$ cat src/verilog/hps_pkg.sv
// Constants, types and register map of the host power supervisor
// Summary of operation
// [RULE1] Missed keep-alive while supervising power-cycles host
// [RULE2] Host sends keep-alive at a regular interval
// [RULE3] Bit 7 at 0x35 enables supervision
// [RULE4] Drive two fan channels, joint or separate
// [RULE5] Joint mode: 0x84 sets both, 0x85 ignored
// [RULE6] Missing fans never gate other functions
// [RULE7] Host off at power-up: indicators flash alternately
// [RULE8] Setting 0x03 powers host on at supply-up
// [RULE9] Low seven bits hold maximum reboot attempts
// [RULE10] Any write to 0x82 restarts supervision timeout
// [RULE11] 0x34: bit0 clear none, 01 conditional, 11 always
// [RULE12] Reset: fans full speed, joint; clear bit separates
package hps_pkg;
  localparam int unsigned CLK_PERIOD_NS = 100;
  localparam int unsigned TICK_US = 1000;
  localparam int unsigned TICK_CYCLES = TICK_US * 1000 / CLK_PERIOD_NS;
  localparam int unsigned PWM_STEP_NS = 10000;
  localparam int unsigned PWM_STEP_CYCLES = PWM_STEP_NS / CLK_PERIOD_NS;
  localparam int unsigned WDT_TIMEOUT_MS = 30000;
  localparam int unsigned CYCLE_OFF_MS = 5000;
  localparam int unsigned FLASH_MS = 100;
  localparam logic [7:0] ADDR_FAN_MODE = 8'h30;
  localparam logic [7:0] ADDR_PWR_MGT = 8'h34;
  localparam logic [7:0] ADDR_SUPV = 8'h35;
  localparam logic [7:0] ADDR_STATUS = 8'h3f;
  localparam logic [7:0] ADDR_RESERVED = 8'h81;
  localparam logic [7:0] ADDR_KEEPALIVE = 8'h82;
  localparam logic [7:0] ADDR_BOOT_OK = 8'h83;
  localparam logic [7:0] ADDR_FAN0 = 8'h84;
  localparam logic [7:0] ADDR_FAN1 = 8'h85;
  localparam int unsigned SUPERVISION_ENABLE_BIT = 7;
  localparam int unsigned RESTORE_ENABLE_BIT = 0;
  localparam int unsigned RESTORE_ALWAYS_BIT = 1;
  localparam int unsigned FAN_JOINT_MODE_BIT = 0;
  localparam int unsigned BOOT_OFF_BIT = 0;
  localparam int unsigned FAN_PRESET_W = 3;
  localparam logic [7:0] PWR_MGT_RST = 8'h00;
  localparam logic [7:0] SUPV_RST = 8'h00;
  localparam logic FAN_JOINT_RST = 1'b1;
  localparam logic [2:0] FAN_PRESET_RST = 3'h4;
  localparam logic [7:0] READ_CMD_VAL = 8'hff;
  localparam logic [7:0] READ_UNMAPPED = 8'h00;
  localparam logic [1:0] START_WAIT = 2'h3;

  typedef enum logic [2:0] {PWR_START, PWR_OFF, PWR_ON, PWR_CYCLE} hps_pwr_e;

  typedef struct packed {
    logic [7:0] addr;
    logic [7:0] wdata;
    logic wr;
    logic rd;
  } hps_bus_s;

  typedef struct packed {
    logic fan0_pwm;
    logic fan1_pwm;
  } hps_fan_s;
endpackage

$ cat src/verilog/hps_divider.sv
// Free-running divider giving a one-cycle enable pulse
`timescale 1ns/100ps
module hps_divider #(
  parameter int unsigned CYCLES = 100
) (
  input wire logic sys_clk, // System clock
  input wire logic reset, // Async reset, active high
  output logic tick_q // One-cycle enable pulse
);
  localparam int unsigned CW = (CYCLES > 1) ? $clog2(CYCLES) : 1;
  typedef struct packed {
    logic [CW-1:0] cnt;
    logic tick;
  } hps_div_s;
  hps_div_s s_q, s_d;

  always_comb begin
    s_d = s_q;
    s_d.tick = 1'b0;
    if (s_q.cnt == CW'(CYCLES - 1)) begin
      s_d.cnt = '0;
      s_d.tick = 1'b1;
    end else begin
      s_d.cnt = s_q.cnt + CW'(1);
    end
  end

  always_ff @(posedge sys_clk or posedge reset) begin
    if (reset) begin
      s_q <= '0;
    end else begin
      s_q <= s_d;
    end
  end

  assign tick_q = s_q.tick;
endmodule

$ cat src/verilog/hps_fan_pwm.sv
// Four-step PWM for one fan channel from a 3-bit speed preset
`timescale 1ns/100ps
module hps_fan_pwm
  import hps_pkg::*;
(
  input wire logic sys_clk, // System clock
  input wire logic reset, // Async reset, active high
  input wire logic step_en, // PWM step enable pulse
  input wire logic [FAN_PRESET_W-1:0] preset, // 0 off, 1..3 quarters, 1xx full
  output logic pwm_q // Fan drive, high while driving
);
  typedef struct packed {
    logic [1:0] cnt;
    logic pwm;
  } hps_pwm_s;
  hps_pwm_s s_q, s_d;
  logic [2:0] duty;

  always_comb begin
    duty = preset[2] ? 3'h4 : {1'b0, preset[1:0]};
    s_d = s_q;
    if (step_en) begin
      s_d.cnt = s_q.cnt + 2'h1;
      s_d.pwm = duty > {1'b0, s_q.cnt};
    end
  end

  always_ff @(posedge sys_clk or posedge reset) begin
    if (reset) begin
      s_q <= '0;
    end else begin
      s_q <= s_d;
    end
  end

  assign pwm_q = s_q.pwm;
endmodule

$ cat src/verilog/hps_supervisor.sv
// Host power supervisor: keep-alive timeout, power restore, fans, indicators
`timescale 1ns/100ps
module hps_supervisor
  import hps_pkg::*;
#(
  parameter int unsigned TICK_DIV = TICK_CYCLES,
  parameter int unsigned TIMEOUT_TICKS = WDT_TIMEOUT_MS * 1000 / TICK_US,
  parameter int unsigned OFF_TICKS = CYCLE_OFF_MS * 1000 / TICK_US,
  parameter int unsigned FLASH_TICKS = FLASH_MS * 1000 / TICK_US
) (
  input wire logic sys_clk, // System clock, 10 MHz
  input wire logic reset, // Async reset, active high (supply applied)
  input wire hps_bus_s bus, // Register bus request
  output logic [7:0] bus_rdata, // Read data, cycle after read strobe
  input wire logic power_button, // Power button pin, high when pressed
  input wire logic last_on_pin, // Host was on before supply loss
  output logic host_power_on, // Host power switch, high = on
  output logic led_power, // Power indicator
  output logic led_boot, // Boot-ok indicator
  output hps_fan_s fan // Fan drives
);
  typedef struct packed {
    hps_pwr_e pwr;
    logic [31:0] wdt_cnt;
    logic [7:0] attempts;
    logic [31:0] off_cnt;
    logic [31:0] flash_cnt;
    logic flash_ph;
    logic [1:0] start_cnt;
    logic [7:0] pwr_mgt;
    logic [7:0] supv;
    logic fan_joint;
    logic [2:0] fan0;
    logic [2:0] fan1;
    logic boot_off;
    logic [7:0] rdata;
    logic btn_s1;
    logic btn_s2;
    logic btn_prev;
    logic last_s1;
    logic last_s2;
  } hps_state_s;

  localparam hps_state_s STATE_RST = '{
    pwr: PWR_START, wdt_cnt: '0, attempts: '0, off_cnt: '0, flash_cnt: '0,
    flash_ph: 1'b0, start_cnt: '0, pwr_mgt: PWR_MGT_RST, supv: SUPV_RST,
    fan_joint: FAN_JOINT_RST, fan0: FAN_PRESET_RST, fan1: FAN_PRESET_RST,
    boot_off: 1'b1, rdata: '0, btn_s1: 1'b0, btn_s2: 1'b0, btn_prev: 1'b0,
    last_s1: 1'b0, last_s2: 1'b0};

  hps_state_s s_q, s_d;
  logic tick;
  logic pwm_step;
  logic keepalive_wr;
  logic supv_on;
  logic timeout;
  logic [6:0] max_attempts;
  logic btn_press;

  hps_divider #(.CYCLES(TICK_DIV)) u_tick (
    .sys_clk(sys_clk),
    .reset(reset),
    .tick_q(tick)
  );

  hps_divider #(.CYCLES(PWM_STEP_CYCLES)) u_pwm_step (
    .sys_clk(sys_clk),
    .reset(reset),
    .tick_q(pwm_step)
  );

  // Fans are plain outputs; an absent fan feeds nothing back into the block
  hps_fan_pwm u_fan0 ( // RULE4 RULE6
    .sys_clk(sys_clk),
    .reset(reset),
    .step_en(pwm_step),
    .preset(s_q.fan0),
    .pwm_q(fan.fan0_pwm)
  );

  hps_fan_pwm u_fan1 ( // RULE4
    .sys_clk(sys_clk),
    .reset(reset),
    .step_en(pwm_step),
    .preset(s_q.fan1),
    .pwm_q(fan.fan1_pwm)
  );

  assign keepalive_wr = bus.wr && bus.addr == ADDR_KEEPALIVE; // RULE10 RULE2
  assign supv_on = s_q.supv[SUPERVISION_ENABLE_BIT]; // RULE3
  assign max_attempts = s_q.supv[6:0]; // RULE9
  assign timeout = tick && s_q.wdt_cnt >= TIMEOUT_TICKS - 1;
  assign btn_press = s_q.btn_s2 && !s_q.btn_prev;

  always_comb begin
    s_d = s_q;
    s_d.btn_s1 = power_button;
    s_d.btn_s2 = s_q.btn_s1;
    s_d.btn_prev = s_q.btn_s2;
    s_d.last_s1 = last_on_pin;
    s_d.last_s2 = s_q.last_s1;
    // Register writes
    if (bus.wr) begin
      case (bus.addr)
        ADDR_FAN_MODE: s_d.fan_joint = bus.wdata[FAN_JOINT_MODE_BIT]; // RULE12
        ADDR_PWR_MGT: s_d.pwr_mgt = bus.wdata;
        ADDR_SUPV: s_d.supv = bus.wdata; // RULE3 RULE9
        ADDR_BOOT_OK: s_d.boot_off = bus.wdata[BOOT_OFF_BIT];
        ADDR_FAN0: begin
          s_d.fan0 = bus.wdata[2:0];
          if (s_q.fan_joint) begin
            s_d.fan1 = bus.wdata[2:0]; // RULE5
          end
        end
        ADDR_FAN1: begin
          if (!s_q.fan_joint) begin // RULE5
            s_d.fan1 = bus.wdata[2:0];
          end
        end
        default: ;
      endcase
    end
    // Register reads; data stand only in the cycle after the strobe
    s_d.rdata = READ_UNMAPPED;
    if (bus.rd) begin
      case (bus.addr)
        ADDR_FAN_MODE: s_d.rdata = {7'h00, s_q.fan_joint};
        ADDR_PWR_MGT: s_d.rdata = s_q.pwr_mgt;
        ADDR_SUPV: s_d.rdata = s_q.supv;
        ADDR_STATUS: s_d.rdata = {s_q.pwr == PWR_ON, s_q.attempts[6:0]};
        ADDR_RESERVED: s_d.rdata = READ_CMD_VAL;
        ADDR_KEEPALIVE: s_d.rdata = READ_CMD_VAL;
        ADDR_BOOT_OK: s_d.rdata = READ_CMD_VAL;
        ADDR_FAN0: s_d.rdata = {5'h00, s_q.fan0};
        ADDR_FAN1: s_d.rdata = {5'h00, s_q.fan1};
        default: s_d.rdata = READ_UNMAPPED;
      endcase
    end
    // Indicator flash phase runs whenever the host is off
    if (s_q.pwr != PWR_ON && tick) begin
      if (s_q.flash_cnt >= FLASH_TICKS - 1) begin
        s_d.flash_cnt = '0;
        s_d.flash_ph = !s_q.flash_ph; // RULE7
      end else begin
        s_d.flash_cnt = s_q.flash_cnt + 32'h0000_0001;
      end
    end
    // Keep-alive restarts the timeout and forgives earlier retries
    if (keepalive_wr || !supv_on) begin
      s_d.wdt_cnt = '0; // RULE10
      s_d.attempts = '0;
    end
    case (s_q.pwr)
      PWR_START: begin
        // Wait for the strap synchroniser to settle before deciding
        if (s_q.start_cnt == START_WAIT) begin
          if (s_q.pwr_mgt[RESTORE_ENABLE_BIT] &&
              (s_q.pwr_mgt[RESTORE_ALWAYS_BIT] || s_q.last_s2)) begin
            s_d.pwr = PWR_ON; // RULE8 RULE11
          end else begin
            s_d.pwr = PWR_OFF; // RULE11
          end
        end else begin
          s_d.start_cnt = s_q.start_cnt + 2'h1;
        end
      end
      PWR_OFF: begin
        if (btn_press) begin
          s_d.pwr = PWR_ON;
          s_d.wdt_cnt = '0;
        end
      end
      PWR_ON: begin
        if (supv_on && !keepalive_wr && tick) begin
          if (timeout) begin
            s_d.wdt_cnt = '0;
            s_d.off_cnt = '0;
            // First cycle happens once attempts are cleared; retries beyond the limit give up
            if (s_q.attempts <= {1'b0, max_attempts}) begin
              s_d.pwr = PWR_CYCLE; // RULE1
              s_d.attempts = s_q.attempts + 8'h01;
            end else begin
              s_d.pwr = PWR_OFF; // RULE9
            end
          end else begin
            s_d.wdt_cnt = s_q.wdt_cnt + 32'h0000_0001;
          end
        end
      end
      PWR_CYCLE: begin
        if (tick) begin
          if (s_q.off_cnt >= OFF_TICKS - 1) begin
            s_d.pwr = PWR_ON; // RULE1
            s_d.off_cnt = '0;
          end else begin
            s_d.off_cnt = s_q.off_cnt + 32'h0000_0001;
          end
        end
      end
      default: s_d.pwr = PWR_OFF;
    endcase
  end

  always_ff @(posedge sys_clk or posedge reset) begin
    if (reset) begin
      s_q <= STATE_RST;
    end else begin
      s_q <= s_d;
    end
  end

  assign bus_rdata = s_q.rdata;
  assign host_power_on = s_q.pwr == PWR_ON;
  assign led_power = (s_q.pwr == PWR_ON) ? 1'b1 : s_q.flash_ph; // RULE7
  assign led_boot = (s_q.pwr == PWR_ON) ? !s_q.boot_off : !s_q.flash_ph; // RULE7
endmodule

$ cat config.mk
export PLATFORM = sky130hd
export DESIGN_NAME = hps_supervisor
export DESIGN_NICKNAME = d
export VERILOG_FILES = /design/src/verilog/hps_pkg.sv /design/src/verilog/hps_divider.sv /design/src/verilog/hps_fan_pwm.sv /design/src/verilog/hps_supervisor.sv
export SDC_FILE = /design/constraint.sdc
export NUM_CORES = 1
export LEC_CHECK = 0
export BUFFER_PORTS_ARGS = -buffer_cell sky130_fd_sc_hd__buf_4
export CORE_ASPECT_RATIO = 0.9
export CORE_MARGIN = 5
export CORE_UTILIZATION = 55
export DETAILED_ROUTE_END_ITERATION = 8
export PLACE_DENSITY = 0.69
export SLEW_MARGIN = 20
export SYNTH_ARGS = -nofsm -noshare
export SYNTH_HDL_FRONTEND = slang
export SYNTH_SLANG_ARGS = --single-unit
$ cat constraint.sdc
create_clock -name sys_clk -period 7.93 [get_ports sys_clk]
set_input_delay 1.586 -clock sys_clk [delete_from_list [all_inputs] [get_ports sys_clk]]
set_output_delay 1.586 -clock sys_clk [all_outputs]
set_load 0.01 [all_outputs]
# Yosys cells after proc, flatten, opt, wreduce, memory -nomap -nowiden
# Index checks and enable logic that the tools add are counted.
# op_classes
n_addsub,9
n_lt_le_gt_ge,6
eq_ne,24
mux,32
n_bitwise,1
n_reduce_logical,28
# op_table
cell,n
$mux 32,4
$pmux 32 s2,2
$add 32x1->32 const B,3
$mux 40,2
$mux 75,1
$pmux 8 s7,1
$eq 8x8->1 const B,5
$mux 35,1
$eq 8x6->1 const B,4
$ge 32x13->1 const B,1
$ge 32x15->1 const B,1
$ge 32x7->1 const B,1
$mux 3,8
$mux 8,3
$add 14x1->14 const B,1
$eq 14x14->1 const B,1
$mux 14,1
$reduce_and 2->1,7
$pmux 3 s4,1
$ne 2x2->1 const B,5
$add 8x1->8 const B,1
$le 8x7->1,1
$reduce_and 4->1,2
$add 7x1->7 const B,1
20 further kinds,42
# totals
ff_bits,176
input_bits,22
out_inout_bits,13
word_cells,127

# Longest topological paths before layout
# logic_depth
depth_word,8
ltp_mapped,10
mapped_depth_nobuf,8

# Hierarchy
# Synthesis repeated with hierarchy kept, for this count alone.
# unflattened
hier_cells,847
hier_area_um2,8558.2
# modules_own_cells
module,n_inst,cells_each,area_per_inst_um2,seq_area_each_um2
hps_supervisor,1,716,7155.6,3658.5
hps_divider (u_tick),1,64,696.9,375.4
hps_divider (u_pwm_step),1,31,360.3,200.2
hps_fan_pwm,2,18,172.7,75.1

# Worst setup path after synthesis
# Ideal clock, no wire load.
# synth_timing
path_type,input port to flip-flop
startpoint,in bus[14] (netlist name)
endpoint,reg s_q[94] (netlist name)
setup_time_ps,131
arrival_ps,3302
required_time_ps,7799
path_slack_ps,4497
path_stages,9
path_buffers,3
cell_sequence,or4b_1 > buf_2 > o311a_1 > o21a_1 > o21a_1 > buf_6 > buf_6 > a31oi_1 > nor2_1
# synth_between
elab_chain_len,7
# synth_rtl
element,line,rtl
"start, declared",hps_supervisor.sv:13,"input wire hps_bus_s bus,"
$eq 8x8->1,hps_supervisor.sv:89,assign keepalive_wr = bus.wr && bus.addr == ADDR_KEEPALIVE;
$logic_and 1x1->1,hps_supervisor.sv:89,
$logic_not 1->1,hps_supervisor.sv:174,if (supv_on && !keepalive_wr && tick) begin
$logic_and 1x1->1 (2 in a row),hps_supervisor.sv:174,
$ne 2x1->1 (no source line),-,
$reduce_and 4->1 (no source line),-,
"end signal, assigned",hps_supervisor.sv:206,s_q <= STATE_RST;
"end signal, assigned",hps_supervisor.sv:208,s_q <= s_d;
"end, declared",hps_supervisor.sv:51,"hps_state_s s_q, s_d;"
# Every way passes these cells.
# A chain may end at the register's enable or synchronous reset.

# Worst setup path after layout
# layout_timing
startpoint,in bus[14] (netlist name)
endpoint,reg s_q[85] (netlist name)
# Same word-level chain as after synthesis.

==> flow_summary_export.csv <==
group,metric,value,unit
finish,fin_cells,1055,
worst_setup_path,top_fanout_value_on_the_critical_path,29,
sta,finalClockSkew,9.44,ps
run,cap_viol_max_count,0,
drt,wl,17700,microns
sta,final_critical_path_setup_slack,4300,ps
drt,wl_per_cell,16.8,microns
yosys,ys_seq_area_share,52.1,%
worst_setup_path,critical_path_required,8210,ps
global_routing,antenna_found_initial,0,
clocking,cts_max_level,4,
die,start_util,56.6,%
worst_setup_path,critical_path.startpoint_type,"input pin",
place,place_ws,3880,ps
sta,setup_viol_count_final,0,
yosys,yosys.cell_types.count,62,
worst_setup_path,rr_endpoint,"s_q[118]$_DFF_PP0_",
clocking,cts_tree,"yes",
place,post-dp-hpwl,12000,microns
yosys,yosys-mux-area-fraction,4.70,%
sta,fmax,275,MHz
clocking,post-cts-setup-buffers,0,
drt,drt_first_pass_iters,5,
worst_setup_path,ff2ff_path_depth,7,
run_status,status,"completed",
clocking,clock_sink_count,175,
sta,maxSlewHeadroom,28.4,%
yosys,compound_gate_portion_of_the_synthesized_area,11.8,%
yosys,synth-simple-area-share,21.6,%
die,floorplan.die.width,140,microns
place,globalplace.congestion,0.864,
global_routing,largest_net_degree_at_the_start_of_global_routing,92,
finish,syn2layout_area_growth,11.6,%
sta,slew_viol_final,0,
yosys,postSynth.topFlopCell,"sky130_fd_sc_hd__dfrtp_1",
finish,nets_finish,891,
sta,final_hold_viol_count,0,
worst_setup_path,ff_to_ff_start,"s_q[144]$_DFFE_PP0P_",
sta,finalHoldWorstSlack,347,ps
drt,drcViolationCount,0,
finish,num_antenna_cells,0,
sta,rsz0062_at_grt,"false",
yosys,synth-edff-count,0,
yosys,synth.net_count,870,
die,fp_rows,42,
clocking,worst_setup_hold_path_clk_slew,60,ps
yosys,post_synth_adder_cell_area,3.42,%
place,placedCellCount,1024,
global_routing,global_route.overflow_total,0,
worst_setup_path,rrSetupSlack,4890,ps
yosys,synth-async-reset-ratio,100,%
die,top_level_i_o_count,35,
pwr,power.density,197,nW/um^2
global_routing,first_global_vias,6138,
worst_setup_path,worst-endpoint-arrival,3910,ps
worst_hold_path,worst_hold_path.endpoint,"s_q[0]$_DFF_PP0_",
yosys,avg_inst_size_synth,10.2,sq um
die,floorplan.core_area,14900,sq um
clocking,tritoncts.num_buffers,17,
yosys,yosys.area_share.xor_xnor,3.02,%
yosys,synth_top_family_by_area,"simple AND/OR/NAND/NOR gates",
yosys,synth-seq-cells,175,
worst_hold_path,hold_path.startpoint,"s_d[0]$_DFF_PP0_",
sta,min_period_over_period,45.8,%
yosys,mappedNetlistArea,8410,sq um
pwr,total_power,1.85,mW
worst_hold_path,worst_min_path_class,"register to register",
worst_hold_path,holdPathStages,0,
worst_setup_path,worst-setup-path-type,"input pin to register",
global_routing,grt_usage,20.4,%
finish,final_layout_size_suffix_gt1_share,12.7,%
finish,fill_cells,1205,
drt,route.vias.total,6324,
sta,period_minus_slack,3630,ps
clocking,ctsResizeCount,0,
yosys,post_synth_inst_count,825,
pwr,ir_worst_vdd,0.185,mV
drt,detail_route.vias_per_cell,5.99,
pwr,cellLeakagePower,4.48,nW
drt,final_antenna_net_count,0,
clocking,clkLatencyLatePin,420,ps
die,chipHeight,127,microns
sta,setup_tns,0,ps
drt,drt_first_iter_violations,452,
place,port_buffers,34,
sta,timing_worst_slew_pin_value,1070,ps
clocking,cts_hold_buffers_added,0,
worst_setup_path,worst_setup_path_end_kind,"register",
clocking,root_buffer,"sky130_fd_sc_hd__clkbuf_16",
global_routing,grt_first_pass_wirelength,30200,microns
yosys,yosys_warnings,0,
die,die_ar,17900,sq um
clocking,max-clock-path-buffers,2,
## worst max-delay path, stage by stage
cell and delay, ps:
sky130_fd_sc_hd__buf_4 110, sky130_fd_sc_hd__or4b_1 680, sky130_fd_sc_hd__o311a_1 430, sky130_fd_sc_hd__o21a_1 200, sky130_fd_sc_hd__o21a_1 460, sky130_fd_sc_hd__a41oi_1 380, sky130_fd_sc_hd__nor2_1 60
## synthesized netlist by cell type (all sizes together) (2+ instances only)
cell type	n	area share, %
dfrtp	171	51
nor2	93	4.1
nand2	71	3.2
nand3	50	3.0
and3	38	2.8
a21oi	35	2.2
a31oi	30	2.2
mux2	28	3.7
o21ai	26	1.6
buf	24	1.9
ha	23	3.4
inv	21	0.94
nor3	19	1.2
nor4	18	1.3
xor2	17	1.8
nor2b	13	0.97
nand2b	12	0.89
xnor2	12	1.2
clkbuf	11	0.49
nand4	10	0.74
a22o	9	0.94
a221oi	8	0.83
a41oi	8	0.83
and2	8	0.59
mux2i	8	0.95
and4	5	0.52
nand3b	5	0.45
o211ai	5	0.45
dfstp	4	1.2
o21a	4	0.36
or4	4	0.36
a21o	3	0.27
a22oi	3	0.27
a2bb2oi	3	0.31
or3	3	0.22
nor4b	2	0.39
o221ai	2	0.21
o311a	2	0.24
o311ai	2	0.21
o31ai	2	0.34
or4b	2	0.24
## state kept, by name (all words and copies together) (netlist names)
register           flops
bus_rdata              8
max_attempts           7
s_d                    3
s_q                  128
u_fan0.pwm_q           1
u_fan0.s_q             2
u_fan1.pwm_q           1
u_fan1.s_q             2
u_pwm_step.s_q         7
u_pwm_step.tick_q      1
u_tick.s_q            14
u_tick.tick_q          1
## placed cells by master (no fill, tap or decap), types with 5 or more instances in the layout
master,count
sky130_fd_sc_hd__a21oi_1,33
sky130_fd_sc_hd__a221oi_1,8
sky130_fd_sc_hd__a22o_1,9
sky130_fd_sc_hd__a31oi_1,30
sky130_fd_sc_hd__a41oi_1,8
sky130_fd_sc_hd__and2_1,7
sky130_fd_sc_hd__and3_1,38
sky130_fd_sc_hd__and4_1,5
sky130_fd_sc_hd__buf_4,35
sky130_fd_sc_hd__clkbuf_16,17
sky130_fd_sc_hd__dfrtp_1,171
sky130_fd_sc_hd__ha_1,23
sky130_fd_sc_hd__inv_1,20
sky130_fd_sc_hd__mux2_2,28
sky130_fd_sc_hd__mux2i_1,8
sky130_fd_sc_hd__nand2_1,71
sky130_fd_sc_hd__nand2b_1,12
sky130_fd_sc_hd__nand3_1,50
sky130_fd_sc_hd__nand3b_1,5
sky130_fd_sc_hd__nand4_1,10
sky130_fd_sc_hd__nor2_1,92
sky130_fd_sc_hd__nor2b_1,13
sky130_fd_sc_hd__nor3_1,17
sky130_fd_sc_hd__nor4_1,18
sky130_fd_sc_hd__o211ai_1,5
sky130_fd_sc_hd__o21ai_0,25
sky130_fd_sc_hd__xnor2_1,12
sky130_fd_sc_hd__xor2_1,17
## final cells by class
cell class,instances,area (sq um),area share [%]
Tap cell,198,248,2.64
Multi-Input combinational cell,594,3760,40.1
Timing Repair Buffer,37,282,3.00
Clock inverter,9,158,1.68
Clock buffer,21,470,5.01
Sequential cell,175,4380,46.7
Inverter,21,83.8,0.893
## per-stage QoR
stage	cell area [sq um]	util (%)
after floorplan	8410	-
after global placement	8740	58.8
after detailed placement	8740	58.8
after CTS	9370	63.0
after global routing	9380	63.1
final	9380	63.1
## power breakdown
part	internal, mW	switching [mW]	total (mW)
sequential	0.901	0.00605	0.907
clock	0.550	0.339	0.890
combinational	0.0195	0.0352	0.0547
## how the worst max path moves through the flow
stage,start,to
after floorplan,reset,bus_rdata[0]$_DFF_PP0_
after global placement,bus[14],s_q[85]$_DFFE_PP0P_
after detailed placement,bus[14],s_q[85]$_DFFE_PP0P_
after CTS,bus[14],s_q[85]$_DFFE_PP0P_
after global routing,bus[17],s_q[118]$_DFF_PP0_
final,bus[14],s_q[85]$_DFFE_PP0P_
## kinds of logic (layout without fill, tap and decap cells)
group           Yosys count  after routing
fa+ha+maj                23             23
xor+xnor                 29             29
flops                   175            175
compound gates          148            148
mux                      36             36
simple gates            358            358
buf+inv                  56             88
## per-layer routing
| layer | routed length [microns] | part of all wire (%) | GRT usage (%) |
|---|---|---|---|
| met1 | 8440 | 48 | 29.6 |
| met4 | 132 | 0.74 | 4.73 |
| met5 | 0 | 0 | 0 |
| met2 | 8430 | 47 | 31.8 |
| met3 | 741 | 4.2 | 4.60 |
Power figures use the tool's default switching activity.
